### src/pkg/tsb_defines.svh
// constant names for the time stamp capture buffers
// assumes inclusion by bare name from package and modules
`ifndef TSB_DEFINES_SVH
`define TSB_DEFINES_SVH
`define REC_W 16
`define NBUF 3
`define NSRC 8
`define PAGES 16
`define CAP_FIRST 6'h0a
`define CAP_SECOND 6'h0c
`define CAP_THIRD 6'h0a
`define ADDR_CFG 8'h42
`define ADDR_TRG 8'h43
`define CFG_SEL_BIT 0
`define CFG_CNTCLR_BIT 4
`define CFG_BUFCLR_LSB 5
`define LAST_BIT 4'hf
`define EMPTY_RST 3'b111
`define SRC_CMD 3'h0
`define SRC_PIN0 3'h1
`define SRC_PIN1 3'h2
`endif

### src/pkg/tsb_pkg.sv
// types shared by the capture buffer modules
// assumes tsb_defines.svh is on the include path
`include "tsb_defines.svh"
package tsb_pkg;
	typedef logic [`REC_W-1:0] rec_t;
	typedef logic [`NBUF-1:0][5:0] ptr_arr_t;
	typedef logic [`NBUF-1:0][3:0] thr_arr_t;
	typedef logic [7:0] byte_t;
endpackage

### src/pkg/cmd_link_if.sv
// command port signals between serial decoder and buffer core
// assumes both ends share clk
interface cmd_link_if;
	logic fire; // one-cycle command trigger pulse
	tsb_pkg::byte_t commandConfig; // command config byte
	tsb_pkg::byte_t triggerByte; // trigger register contents
	logic trgDone; // core finished the trigger
	modport port (output fire, output commandConfig, output triggerByte, input trgDone);
	modport core (input fire, input commandConfig, input triggerByte, output trgDone);
endinterface

### src/logic/two_entry_buffer.sv
// two-entry valid/ready buffer on the read data path
// assumes producer and consumer on clk
`include "tsb_defines.svh"
module two_entry_buffer
	import tsb_pkg::*;
(
	input wire logic clk, // clock
	input wire logic rst_n, // async reset, active low
	input wire logic inValid, // producer offers a word
	output logic inReady, // room for a word
	input tsb_pkg::rec_t inData, // word in
	output logic outValid, // word available
	input wire logic outReady, // consumer takes the word
	output tsb_pkg::rec_t outData // oldest word
);
	typedef struct packed {
		logic [1:0][`REC_W-1:0] slot;
		logic [1:0] count;
	} fifo_state_t;
	fifo_state_t q, d;
	logic push, pop;

	////////////////////////////////////////////////////////////////
	// honest full and empty from the count
	assign inReady = (q.count != 2'h2);
	assign outValid = (q.count != 2'h0);
	assign outData = q.slot[0];
	assign push = inValid & inReady;
	assign pop = outValid & outReady;

	// shift out of slot 0, append behind the remaining word
	always_comb
	begin
		d = q;
		if (pop)
		begin
			d.slot[0] = q.slot[1];
			d.count = q.count - 2'h1;
		end
		if (push)
			d.slot[d.count[0]] = inData;
		if (push)
			d.count = d.count + 2'h1;
	end

	always_ff @(posedge clk or negedge rst_n)
	begin
		if (!rst_n)
			q <= '0;
		else
			q <= d;
	end
endmodule

### src/logic/serial_cmd_port.sv
// three-wire write decoder for command config and trigger registers
// assumes the serial clock and select arrive unsynchronised from the host
`include "tsb_defines.svh"
module serial_cmd_port
	import tsb_pkg::*;
(
	input wire logic clk, // clock
	input wire logic rst_n, // async reset, active low
	input wire logic serClk, // host serial clock
	input wire logic serSel_n, // host select, active low
	input wire logic serData, // host serial data, msb first
	cmd_link_if.port link // command signals to the core
);
	typedef struct packed {
		logic [2:0] s1;
		logic [2:0] s2;
		logic clkPrev;
		logic [3:0] cnt;
		logic [14:0] shift;
		byte_t cfg;
		byte_t trg;
		logic fire;
	} port_state_t;
	port_state_t q, d;
	logic rise;
	byte_t addr, data;

	////////////////////////////////////////////////////////////////
	assign rise = q.s2[0] & ~q.clkPrev;
	assign addr = q.shift[14:7];
	assign data = {q.shift[6:0], q.s2[2]};
	assign link.fire = q.fire;
	assign link.commandConfig = q.cfg;
	assign link.triggerByte = q.trg;

	// 16-bit frame: address byte then data byte
	always_comb
	begin
		d = q;
		d.s1 = {serData, serSel_n, serClk};
		d.s2 = q.s1;
		d.clkPrev = q.s2[0];
		d.fire = 1'b0;
		if (link.trgDone)
			d.trg = 8'h00;
		if (q.s2[1])
			d.cnt = 4'h0;
		else if (rise)
		begin
			d.shift = {q.shift[13:0], q.s2[2]};
			d.cnt = q.cnt + 4'h1;
			if (q.cnt == `LAST_BIT)
			begin
				if (addr == `ADDR_CFG)
					d.cfg = data;
				// fires on the edge carrying the data lsb
				if (addr == `ADDR_TRG)
				begin
					d.trg = data;
					d.fire = 1'b1;
				end
			end
		end
	end

	always_ff @(posedge clk or negedge rst_n)
	begin
		if (!rst_n)
			q <= '0;
		else
			q <= d;
	end
endmodule

### src/logic/ts_capture_buffers.sv
// time stamp capture buffers: arbitration, three record buffers,
// status flags, command trigger handling and read path
// assumes recordIn holds a stable snapshot of counters and flags
// assumes event inputs are filtered levels from other clock domains
// assumes the host waits for the trigger byte to read zero between triggers
// Function
// - fifo mode writes capture at ring head plus the fill pointer, then increments it
// - fifo mode fill pointer equals count of unread records
// - threshold reached raises buffer irq flag; irq pin only when enabled
// - fifo read returns oldest record and decrements fill pointer
// - direct mode routes capture by source; trigger counter picks page
// - direct mode counter increments per write; threshold raises irq flag
// - filling without read sets full-now and full-history flags
// - overwrite off drops captures while buffer full
// - direct mode, overwrite off, counter holds at full value
// - overwrite on replaces oldest; direct counter wraps and continues
// - any overwrite sets the buffer overflow flag
// - fifo mode: reading out every record sets the empty flag
// - writing a record clears the empty flag
// - full-now clears when a read frees space
// - full-history stays until host writes zero to it
// - host sets select bit then writes trigger byte; device captures
// - trigger byte returns to zero after command trigger; host polls
// - command trigger capture always goes into first buffer
// - three-wire variant fires on clock edge of trigger data lsb
// - command trigger with counter clear resets pin event counters
// - command trigger with buffer clear zeroes full, empty, pointer, overflow
// - four enables gate captures by internal events
// - capacities ten, twelve, ten; pins to own buffers, internals third
// - overwrite enable one selects overwrite, zero inhibits
// - threshold zero suppresses the buffer interrupt
`include "tsb_defines.svh"
module ts_capture_buffers
	import tsb_pkg::*;
(
	input wire logic clk, // 20 MHz clock
	input wire logic rst_n, // async reset, active low
	input wire logic serClk, // host serial clock
	input wire logic serSel_n, // host serial select, active low
	input wire logic serData, // host serial data
	input wire logic directMode, // 1 direct mode, 0 fifo mode
	input wire logic [2:0] overwriteEnable, // per buffer overwrite enable
	input tsb_pkg::thr_arr_t irqThresholdLow, // low nibble of thresholds
	input wire logic [1:0] irqThresholdHigh, // first buffer threshold bits 5:4
	input wire logic irqEnable, // interrupt pin enable
	input wire logic [2:0] pinCaptureEn, // capture enables, event pins
	input wire logic [3:0] internalCaptureEnables, // capture enables, internal
	input wire logic [2:0] eventPin, // filtered event pins, async
	input wire logic [3:0] internalEvent, // internal detect events, async
	input tsb_pkg::rec_t recordIn, // snapshot of counters and flags
	input wire logic [2:0] irqFlagClear, // host writes zero to irq flag
	input wire logic [2:0] fullHistoryClear, // host writes zero to history
	input wire logic readReq, // host read request
	output logic readAccept, // read request taken
	input wire logic [1:0] readBuf, // direct mode buffer select
	input wire logic [3:0] readPageSelect, // direct mode page select
	output logic readValid, // record word available
	input wire logic readReady, // host takes the word
	output tsb_pkg::rec_t readData, // record word
	output tsb_pkg::ptr_arr_t fillPointer, // pointers or trigger counters
	output logic [2:0] fullNowFlag, // buffer currently full
	output logic [2:0] fullHistoryFlag, // buffer has been full
	output logic [2:0] overflowFlag, // data overwritten
	output logic [2:0] emptyFlag, // buffer empty
	output logic [2:0] bufferIrqFlag, // threshold reached
	output logic irq_n, // interrupt output, active low
	output logic counterClear, // clear pin event counters pulse
	output tsb_pkg::byte_t triggerByte // trigger register readback
);
	// core state apart from record storage, registered in one place
	typedef struct packed {
		logic [6:0] sync1;
		logic [6:0] sync2;
		logic [6:0] prev;
		logic [`NSRC-1:0] pend;
		ptr_arr_t ptr;
		thr_arr_t head;
		logic [2:0] full;
		logic [2:0] hist;
		logic [2:0] ovw;
		logic [2:0] empty;
		logic [2:0] irqf;
		logic cntClr;
	} core_state_t;
	core_state_t q, d;
	rec_t mem [0:`NBUF-1][0:`PAGES-1];
	cmd_link_if link ();
	logic [6:0] edges;
	logic [`NSRC-1:0] newEv;
	logic [2:0] pick;
	logic anyPend, wrEn, readTake, fifoInReady;
	logic [1:0] wrBuf;
	logic [3:0] wrPage;
	logic [5:0] thr [0:`NBUF-1];
	rec_t fifoIn;
	logic [`NBUF-1:0] irqReq;

	////////////////////////////////////////////////////////////////
	// record capacity of a buffer
	function automatic logic [5:0] capOf(input int b);
		if (b == 0)
			return `CAP_FIRST;
		else if (b == 1)
			return `CAP_SECOND;
		return `CAP_THIRD;
	endfunction

	// destination buffer of a source
	function automatic logic [1:0] routeOf(input logic [2:0] src, input logic dir);
		if (!dir || src == `SRC_CMD || src == `SRC_PIN0)
			return 2'h0;
		else if (src == `SRC_PIN1)
			return 2'h1;
		return 2'h2;
	endfunction

	// ring index step with wrap at capacity
	function automatic logic [3:0] ringAdd(input logic [3:0] a, input logic [5:0] n,
		input int b);
		logic [5:0] s;
		s = {2'h0, a} + n;
		if (s >= capOf(b))
			s = s - capOf(b);
		return s[3:0];
	endfunction

	////////////////////////////////////////////////////////////////
	// host write port: config and trigger registers
	serial_cmd_port cmdPort (
		.clk(clk),
		.rst_n(rst_n),
		.serClk(serClk),
		.serSel_n(serSel_n),
		.serData(serData),
		.link(link.port)
	);

	// read words pass a two-entry buffer so a stalled host loses none
	two_entry_buffer readBuffer (
		.clk(clk),
		.rst_n(rst_n),
		.inValid(readTake),
		.inReady(fifoInReady),
		.inData(fifoIn),
		.outValid(readValid),
		.outReady(readReady),
		.outData(readData)
	);

	////////////////////////////////////////////////////////////////
	// thresholds widened to pointer width; only the first buffer has bits 5:4
	genvar g;
	generate
		for (g = 0; g < `NBUF; g++)
		begin : gThr
			if (g == 0)
			begin : gWide
				assign thr[g] = {irqThresholdHigh, irqThresholdLow[g]};
			end
			else
			begin : gNarrow
				assign thr[g] = {2'h0, irqThresholdLow[g]};
			end
		end
	endgenerate

	// edges of synchronised events, gated by capture enables
	assign edges = q.sync2 & ~q.prev;
	assign newEv[0] = link.fire & link.commandConfig[`CFG_SEL_BIT];
	assign newEv[3:1] = edges[2:0] & pinCaptureEn;
	assign newEv[7:4] = edges[6:3] & internalCaptureEnables;

	// fixed priority pick, command first then pins then internals
	always_comb
	begin
		pick = 3'h0;
		anyPend = 1'b0;
		for (int i = `NSRC - 1; i >= 0; i--)
		begin
			if (q.pend[i])
			begin
				pick = 3'(i);
				anyPend = 1'b1;
			end
		end
	end

	// fifo reads only with records present; direct reads by page
	assign readAccept = readReq & fifoInReady;
	assign readTake = readAccept & (directMode | (q.ptr[0] != 6'h00));
	assign fifoIn = directMode ? mem[readBuf][readPageSelect] : mem[0][q.head[0]];

	// buffer that the served source writes into
	assign wrBuf = routeOf(pick, directMode);

	// trigger byte cleared once the command is done
	assign link.trgDone = (anyPend & (pick == `SRC_CMD))
		| (link.fire & ~link.commandConfig[`CFG_SEL_BIT]);

	////////////////////////////////////////////////////////////////
	// next state: sync, pending, command clears, reads, writes
	always_comb
	begin
		logic [5:0] p;
		logic [3:0] h;
		p = 6'h00;
		h = 4'h0;
		d = q;
		// no write unless a capture is served below
		wrEn = 1'b0;
		wrPage = 4'h0;
		// event inputs: two flip-flops, then the previous value for edges
		d.sync1 = {internalEvent, eventPin};
		d.sync2 = q.sync1;
		d.prev = q.sync2;
		// counter clear follows the command fire for one cycle
		d.cntClr = link.fire & link.commandConfig[`CFG_CNTCLR_BIT];
		// pending events; the served source stays set only if it fired again
		d.pend = q.pend | newEv;
		if (anyPend)
			d.pend[pick] = newEv[pick];
		for (int b = 0; b < `NBUF; b++)
		begin
			// working copies of pointer and ring head for this buffer
			p = q.ptr[b];
			h = q.head[b];
			// command clear of flags and pointer
			if (link.fire && link.commandConfig[`CFG_BUFCLR_LSB + b])
			begin
				p = 6'h00;
				h = 4'h0;
				d.full[b] = 1'b0;
				d.empty[b] = 1'b0;
				d.ovw[b] = 1'b0;
			end
			// fifo read of oldest record
			if (b == 0 && !directMode && readTake && p != 6'h00)
			begin
				h = ringAdd(h, 6'h01, b);
				p = p - 6'h01;
				d.full[b] = 1'b0;
				if (p == 6'h00)
					d.empty[b] = 1'b1;
			end
			// host clears of irq and history, beaten by a new set
			if (irqFlagClear[b])
				d.irqf[b] = 1'b0;
			if (fullHistoryClear[b])
				d.hist[b] = 1'b0;
			// capture into this buffer
			if (anyPend && wrBuf == 2'(b))
			begin
				// room left: write behind the newest record
				if (p != capOf(b))
				begin
					wrEn = 1'b1;
					wrPage = directMode ? 4'(p + 6'h01) : ringAdd(h, p, b);
					p = p + 6'h01;
					d.empty[b] = 1'b0;
					if (p == capOf(b))
					begin
						d.full[b] = 1'b1;
						d.hist[b] = 1'b1;
					end
					if (p == thr[b])
						d.irqf[b] = 1'b1;
				end
				// full with overwrite on: the oldest record goes
				else if (overwriteEnable[b])
				begin
					wrEn = 1'b1;
					d.ovw[b] = 1'b1;
					d.empty[b] = 1'b0;
					if (directMode)
					begin
						// counter circulates: page one again
						p = 6'h01;
						wrPage = 4'h1;
						d.irqf[b] = (p == thr[b]);
					end
					else
					begin
						wrPage = h;
						h = ringAdd(h, 6'h01, b);
					end
				end
				// overwrite off: record dropped, counter holds
				else
					p = q.ptr[b];
			end
			// commit pointer and head
			d.ptr[b] = p;
			d.head[b] = h;
		end
	end

	////////////////////////////////////////////////////////////////
	// state register
	always_ff @(posedge clk or negedge rst_n)
	begin
		if (!rst_n)
		begin
			q <= '0;
			q.empty <= `EMPTY_RST;
		end
		else
			q <= d;
	end

	// record storage, one write per cycle
	always_ff @(posedge clk)
	begin
		if (wrEn)
			mem[wrBuf][wrPage] <= recordIn;
	end

	////////////////////////////////////////////////////////////////
	// status outputs
	assign fillPointer = q.ptr;
	assign fullNowFlag = q.full;
	assign fullHistoryFlag = q.hist;
	assign overflowFlag = q.ovw;
	assign emptyFlag = q.empty;
	assign bufferIrqFlag = q.irqf;
	assign counterClear = q.cntClr;
	assign triggerByte = link.triggerByte;

	// per buffer request: flag set and threshold nonzero
	generate
		for (g = 0; g < `NBUF; g++)
		begin : gIrq
			assign irqReq[g] = q.irqf[g] & (thr[g] != 6'h00);
		end
	endgenerate

	// interrupt pin low while any request stands, only when enabled
	assign irq_n = ~(irqEnable & (|irqReq));
endmodule

### config.mk
export PLATFORM = sky130hd
export DESIGN_NAME = ts_capture_buffers
export DESIGN_NICKNAME = d
export VERILOG_FILES = /design/src/pkg/tsb_pkg.sv /design/src/pkg/cmd_link_if.sv /design/src/logic/two_entry_buffer.sv /design/src/logic/serial_cmd_port.sv /design/src/logic/ts_capture_buffers.sv
export VERILOG_INCLUDE_DIRS = /design/src /design/src/pkg
export SDC_FILE = /design/constraint.sdc
export NUM_CORES = 1
export LEC_CHECK = 0
export BUFFER_PORTS_ARGS = -buffer_cell sky130_fd_sc_hd__buf_2
export CAP_MARGIN = 15
export CORE_MARGIN = 5
export CORE_UTILIZATION = 55
export CTS_CLUSTER_SIZE = 14
export DETAILED_ROUTE_END_ITERATION = 10
export GPL_TIMING_DRIVEN = 1
export PLACE_DENSITY_LB_ADDON = 0.2
export SLEW_MARGIN = 10
export SYNTH_ARGS = -nofsm -noshare
export SYNTH_HDL_FRONTEND = slang
export SYNTH_SLANG_ARGS = --single-unit
### constraint.sdc
create_clock -name clk -period 8.6 [get_ports clk]
set_clock_uncertainty 0.2 [all_clocks]
set_input_delay 0.86 -clock clk [delete_from_list [all_inputs] [get_ports clk]]
set_output_delay 0.86 -clock clk [all_outputs]
set_load 0.1 [all_outputs]
==> results of run 1 <==
registers in the layout, summed over array words and instances, names as in the netlist, 4 cells and up:
register and cells:
cmdPort.link.triggerByte 8, fillPointer 18, mem 768, cmdPort.d 4, readBuffer.outData 16, cmdPort.link.commandConfig 5, d 14, q 23
readBuffer.q 18, cmdPort.q 6, cmdPort.addr 8, cmdPort.data 8
routing by layer:
layer	wire length, um	up-vias	share of wire	track usage
met4	2840	2	0.026	0.0623
li1	-	10238	-	-
met3	11500	169	0.11	0.0523
met2	50300	1263	0.46	0.419
met5	10	-	0.000091	0
met1	44700	12432	0.41	0.425
cells by family after synthesis:
kind of cell    share of synthesized area
xor+xnor                          0.00966
buf+inv                            0.0310
compound gates                     0.0623
fa+ha+maj                         0.00862
mux                                 0.171
simple gates                       0.0608
flops                               0.656
cells in the final DEF (no fill, tap or decap), drive strengths merged, types with 11 or more instances in the layout:
cell type    n
edfxtp     768
nand2      105
mux2i      140
xor2        18
nand4       16
nand3       23
o22ai       11
and2        13
o21ai       53
nor2       205
a211oi      91
a21oi      174
nor3        25
xnor2       26
clkbuf     112
clkinv      36
inv         47
buf        204
mux2        38
and3        16
nor4        37
mux4       228
ha          28
dfrtp      142
path summary, 6_finish.rpt:
kind                                     to  slack, ns
setup / recovery                mem[1][100]       0.98
hold / removal                        d[59]       0.06
setup reg to reg                mem[1][100]       0.98
hold reg to reg                       d[55]       0.15
max in group asynchronous  readBuffer.q[31]       6.84
min in group clk                      d[64]       0.12
power by group:
part	internal (mW)	switching, mW	total [mW]
combinational	1.83	3.98	5.81
sequential	5.71	0.432	6.14
clock	2.30	1.68	3.98
metrics by stage:
stage                     std cells  hold slack, ns
after detailed placement       3504           0.136
after global placement         3504           0.133
after global routing           3668          0.0871
after CTS                      3668          0.0747
after floorplan                2562           0.131
final                          3670          0.0560
critical path: cells and delay by family (launching register included):
kind                     cells  cell delay [ns]
AND/OR/NAND/NOR              7             3.10
flip-flops                   1             0.54
adder cells (fa/ha/maj)      2             0.74
multiplexers                 2             0.56
buffers and inverters        1             0.27
XOR/XNOR                     1             0.75
AO/OA/AOI/OAI                4             1.04
layout make-up:
class | count | area share
diodes | 2 | 0.000110
well taps | 959 | 0.0265
multi-input cells | 1385 | 0.288
repair buffers | 204 | 0.0277
flip-flops and latches | 913 | 0.589
clock inverters | 52 | 0.0112
clock buffers | 112 | 0.0541
inverters | 43 | 0.00362
==> results.yml, run 1 <==
run_status:
  status: "finished clean"
sta:
  fin_setup_tns_ns: 0
  finalCriticalPeriod_ns: 7.62
  relSlewSlack: 0.207
  maxClockFrequency_mhz: 131
  slew_viol_final: 0
  worst_slew_pin_slew_ns: 1.19
  worst_slack_ns: 0.981
  setup_violations: 0
  rsz0062_at_grt: "false"
  fin_crit_sh: 0.886
  final-hold-violation-count: 0
floorplanning:
  initial_core_util: 0.556
  die_y_um: 282
  io_pins: 129
  design.core.area_um2: 73100
  die_w_um: 282
  die-area_um2: 79500
  num_rows: 99
critical_path:
  slowest_stage: "and4b_1"
  cpMostUsedCell: "nand2_1"
  start_kind: "register"
  crit_path_max_fanout: 36
  r2r_cells: 17
  worst_setup_path_end_kind: "register"
  arrival_ns: 7.67
  r2r-start: "cmdPort.link.fire"
  critPathRequiredTime_ns: 8.65
  crit_start: "cmdPort.link.fire"
  path_class: "reg -> reg"
  path_cells: "nand2_1 > buf_4 > nand2_1 > ha_1 > and3_1 > or3_1 > nand2_1 > xnor2_1 > ha_1 > o211ai_1 > mux2_2 > a21o_1 > mux2i_1 > o21bai_1 > a2111oi_2 > or3_2 > and4b_1"
  cp_slowest_stage_delay_ns: 1.02
clock_network:
  clkSinkCount: 913
  clk_latency_ns: 0.65
  clockRootBuffer: "clkbuf_16"
  cts_hold_buffers: 0
  clock_path_buffers: 3
  cts_setup_buffers: 0
  ctsResizeCount: 0
  ctsHtreeMaxLevel: 3
  numCtsBuffers: 93
  tritoncts: "yes"
  clkTransAtPathRegs_ns: 0.06
route:
  firstDrtPassIters: 5
  route.detailed.drc: 0
  drt_wl_total_um: 109000
  wl_per_cell_um: 29.8
  via_count: 24104
  avgViaCountPerCell: 6.57
  drtIter0Drc: 3144
  ant_nets: 0
grt:
  grt_pass1_wl_um: 161000
  grt_overflow: 0
  grt_usage: 0.276
  grt_pass1_vias: 23622
  grt_start_max_net_pins: 98
  grt_antenna_before_repair: 1
power_and_ir_drop:
  powerDensity_nw_per_um2: 351
  fin_total_pwr_mw: 15.9
  p_leak_nw: 15.7
  ir_drop_uv: 507
synthesis:
  ys_warn_count: 0
  synth_seq_cells: 913
  ys_top_cells_by_count: "edfxtp_1 (768), mux4_2 (228), nor2_1 (205)"
  ys.flop_type: "edfxtp_1"
  synth_cell_types: 83
  post_synth.cell_area_avg_um2: 15.9
  netlist_area_um2: 40700
  syn_inst: 2562
  yosys.area.top_type_share: 0.567
  synth_edf_count: 768
  yosysMostFrequentCell: "edfxtp_1"
  yosysTopAreaCell: "edfxtp_1"
  syn-num-nets: 2658
  synth_area_leaders: "edfxtp_1 (57%), mux4_2 (13%), dfrtp_1 (8.7%)"
  synth_seq_area_share: 0.656
  async_flop_share: 0.159
cells_and_area:
  multi_input_area_um2: 13000
  drive_gt1_frac: 0.249
  fillers: 5305
  nets: 2736
  design_area_um2: 45300
  area_growth_pct: 11.5
  final_util: 0.620
  ff_latch_area_um2: 26700
placed_design:
  dpl-instance-area_um2: 42400
  pre_cts_slack_ns: 1.05
  place_congestion: 0.899
  portBuffers: 128
  hpwl_um: 69100
run:
  cap_violations: 0
min_path:
  hold_path.class: "in -> async"
Note: power is estimated with default switching activity, not from simulation.
==> inputs of run 2 (changes only) <==
Settings changed: GPL_TIMING_DRIVEN 1 to 0.
Clock period 8.6 ns to 6.9 ns, I/O delays scaled along.
==> run 2 against run 1 <==
  * Largest cell class unchanged
  * Final cell count rose by 7.6%
  * Critical endpoint is now mem[2][199]
  * Setup slack got worse by 0.73 ns
  * First-iteration DRC count up 24%
  * Die area unchanged
  * Sequential power grew 23%
  * Clock power increased by 31%
  * Global-route usage grew 4.1 points
  * Via count increased by 7.5%
==> results.yml, run 2 (synthesis results as in run 1) <==
run_status:
  status: "finished clean"
clock_network:
  clk_latency_ns: 0.68
  clkSinkCount: 913
  tritoncts: "yes"
  clkTransAtPathRegs_ns: 0.06
  clock_path_buffers: 3
  numCtsBuffers: 93
  clockRootBuffer: "clkbuf_16"
  ctsHtreeMaxLevel: 3
critical_path:
  regToRegSetupSlack_ns: 0.25
  path_class: "reg -> reg"
  path_buf_inv: 5
  crit_path_max_fanout: 12
  path_cells: "clkbuf_4 > nand2_4 > clkbuf_4 > nand2_2 > ha_2 > and3_2 > or3_1 > nand2_4 > xnor2_4 > ha_2 > o211ai_1 > mux2_2 > nand2_1 > o311ai_1 > o21bai_1 > a2111oi_2 > o31ai_1 > buf_4 > clkbuf_2 > nor4_4 > buf_6"
  critPathTopFamily: "simple AND/OR/NAND/NOR gates"
  slowest_stage: "nor4_4"
  cp_slowest_stage_delay_ns: 0.59
  critPathRequiredTime_ns: 7.06
  r2r_cells: 21
  r2r-start: "cmdPort.link.fire"
  start_kind: "register"
  timing.rr.end: "mem[2][199]"
  worst_setup_path_end_kind: "register"
  arrival_ns: 6.81
sta:
  worst_slew_pin_slew_ns: 1.25
  rsz0062_at_grt: "false"
  hold_slack_ns: 0.0714
  setup_violations: 0
  slew_viol_final: 0
  maxClockFrequency_mhz: 150
  fin_crit_sh: 0.964
  final-hold-violation-count: 0
  relSlewSlack: 0.165
  finalCriticalPeriod_ns: 6.65
grt:
  grt_usage: 0.317
  grt_pass1_vias: 25110
  grt_pass1_wl_um: 180000
  grt_antenna_before_repair: 4
  grt_overflow: 0
  grt_start_max_net_pins: 84
power_and_ir_drop:
  p_leak_nw: 16.9
  ir_drop_uv: 387
  powerDensity_nw_per_um2: 447
min_path:
  holdPathStages: 2
  hold_path.class: "in -> reg"
  min_from: "irqFlagClear[1]"
  hold_path_end: "bufferIrqFlag[1]"
cells_and_area:
  nets: 3007
  ff_latch_area_um2: 26700
  multi_input_area_um2: 13400
  area_growth_pct: 17.5
  design_area_um2: 47800
  largest_reg_flops: 768
  final_cell_mix: "edfxtp_1 (768), mux4_2 (228), nor2_1 (204)"
  final_util: 0.654
  drive_gt1_frac: 0.280
  top_register: "mem"
  fillers: 5141
  reg_top3: "mem x768, q x23"
  layout_commonest_cell: "edfxtp_1"
run:
  cap_violations: 0
route:
  drtIter0Drc: 3908
  avgViaCountPerCell: 6.56
  via_count: 25908
  firstDrtPassIters: 6
  drt_wl_total_um: 126000
  route.detailed.drc: 0
  wl_per_cell_um: 31.9
  ant_nets: 0
placed_design:
  dpl-instance-area_um2: 43700
  place_congestion: 0.976
  hpwl_um: 89500
  portBuffers: 122
floorplanning:
  io_pins: 129
  die_y_um: 282
  num_rows: 99
  die_w_um: 282
  design.core.area_um2: 73100
  die-area_um2: 79500
  initial_core_util: 0.556
[run 2: changes by cell type in the layout (fill, tap and decap cells not counted), sizes merged]
cell         before  now
buf             204  358
bufinv            9   10
clkbuf          112  217
clkinv           36   33
clkinvlp          3    9
diode             2    3
dlygate4sd3       0   14
inv              47   48
[run 2: worst max path at each step]
stage             endpoint  slack, ns  cells past startpoint              start
4_1_cts         mem[0][57]      0.004                     23              q[17]
2_1_floorplan  mem[1][160]      -0.49                     19              q[16]
3_5_place_dp   mem[2][101]      -1.85                     19              q[16]
6_report       mem[2][199]       0.25                     21  cmdPort.link.fire
3_3_place_gp    mem[2][45]      -3.92                     21              q[16]
5_1_grt        mem[0][152]       0.01                     24  cmdPort.link.fire
[run 2: layout make-up]
| class | count | area share |
|---|---|---|
| Timing Repair Buffer | 258 | 0.0425 |
| Antenna cell | 3 | 0.000157 |
| Buffer | 217 | 0.0233 |
| Inverter | 43 | 0.00343 |
| Multi-Input combinational cell | 1385 | 0.281 |
| Clock inverter | 57 | 0.0131 |
| Clock buffer | 114 | 0.0529 |
| Sequential cell | 913 | 0.559 |
| Tap cell | 959 | 0.0251 |
[run 2: what timing repair did]
| item | 4_1_cts | 5_1_grt |
|---|---|---|
| resized for setup | 45 | 21 |
| buffers inserted | 53 | 5 |
| setup endpoints to repair | 770 | 768 |
| hold buffers | 14 | 0 |
| hold endpoints to repair | 75 | 0 |
| pin swaps | 31 | 5 |
[run 2: power breakdown]
group	internal, mW	total, mW	switching, mW
sequential	7.11	7.57	0.458
clock	3.00	5.20	2.20
combinational	2.84	8.57	5.73
[run 2: per-stage QoR]
step                cells  power, mW  setup TNS (ns)  setup WS (ns)
floorplan            2562       12.5          -38.44         -0.494
global placement     3643       14.8        -1765.59          -3.92
detailed placement   3703       15.7        -1100.96          -1.85
CTS                  3938       21.1               0        0.00435
global route         3948       22.0               0         0.0123
finish               3949       21.3               0          0.248
[run 2: layer usage]
layer  GRT usage  share of wire  up-vias
li1            -              -    10776
met1       0.474           0.40    13307
met2       0.465           0.44     1616
met3      0.0893           0.13      207
met4      0.0920          0.033        2
met5           0        0.00010        -
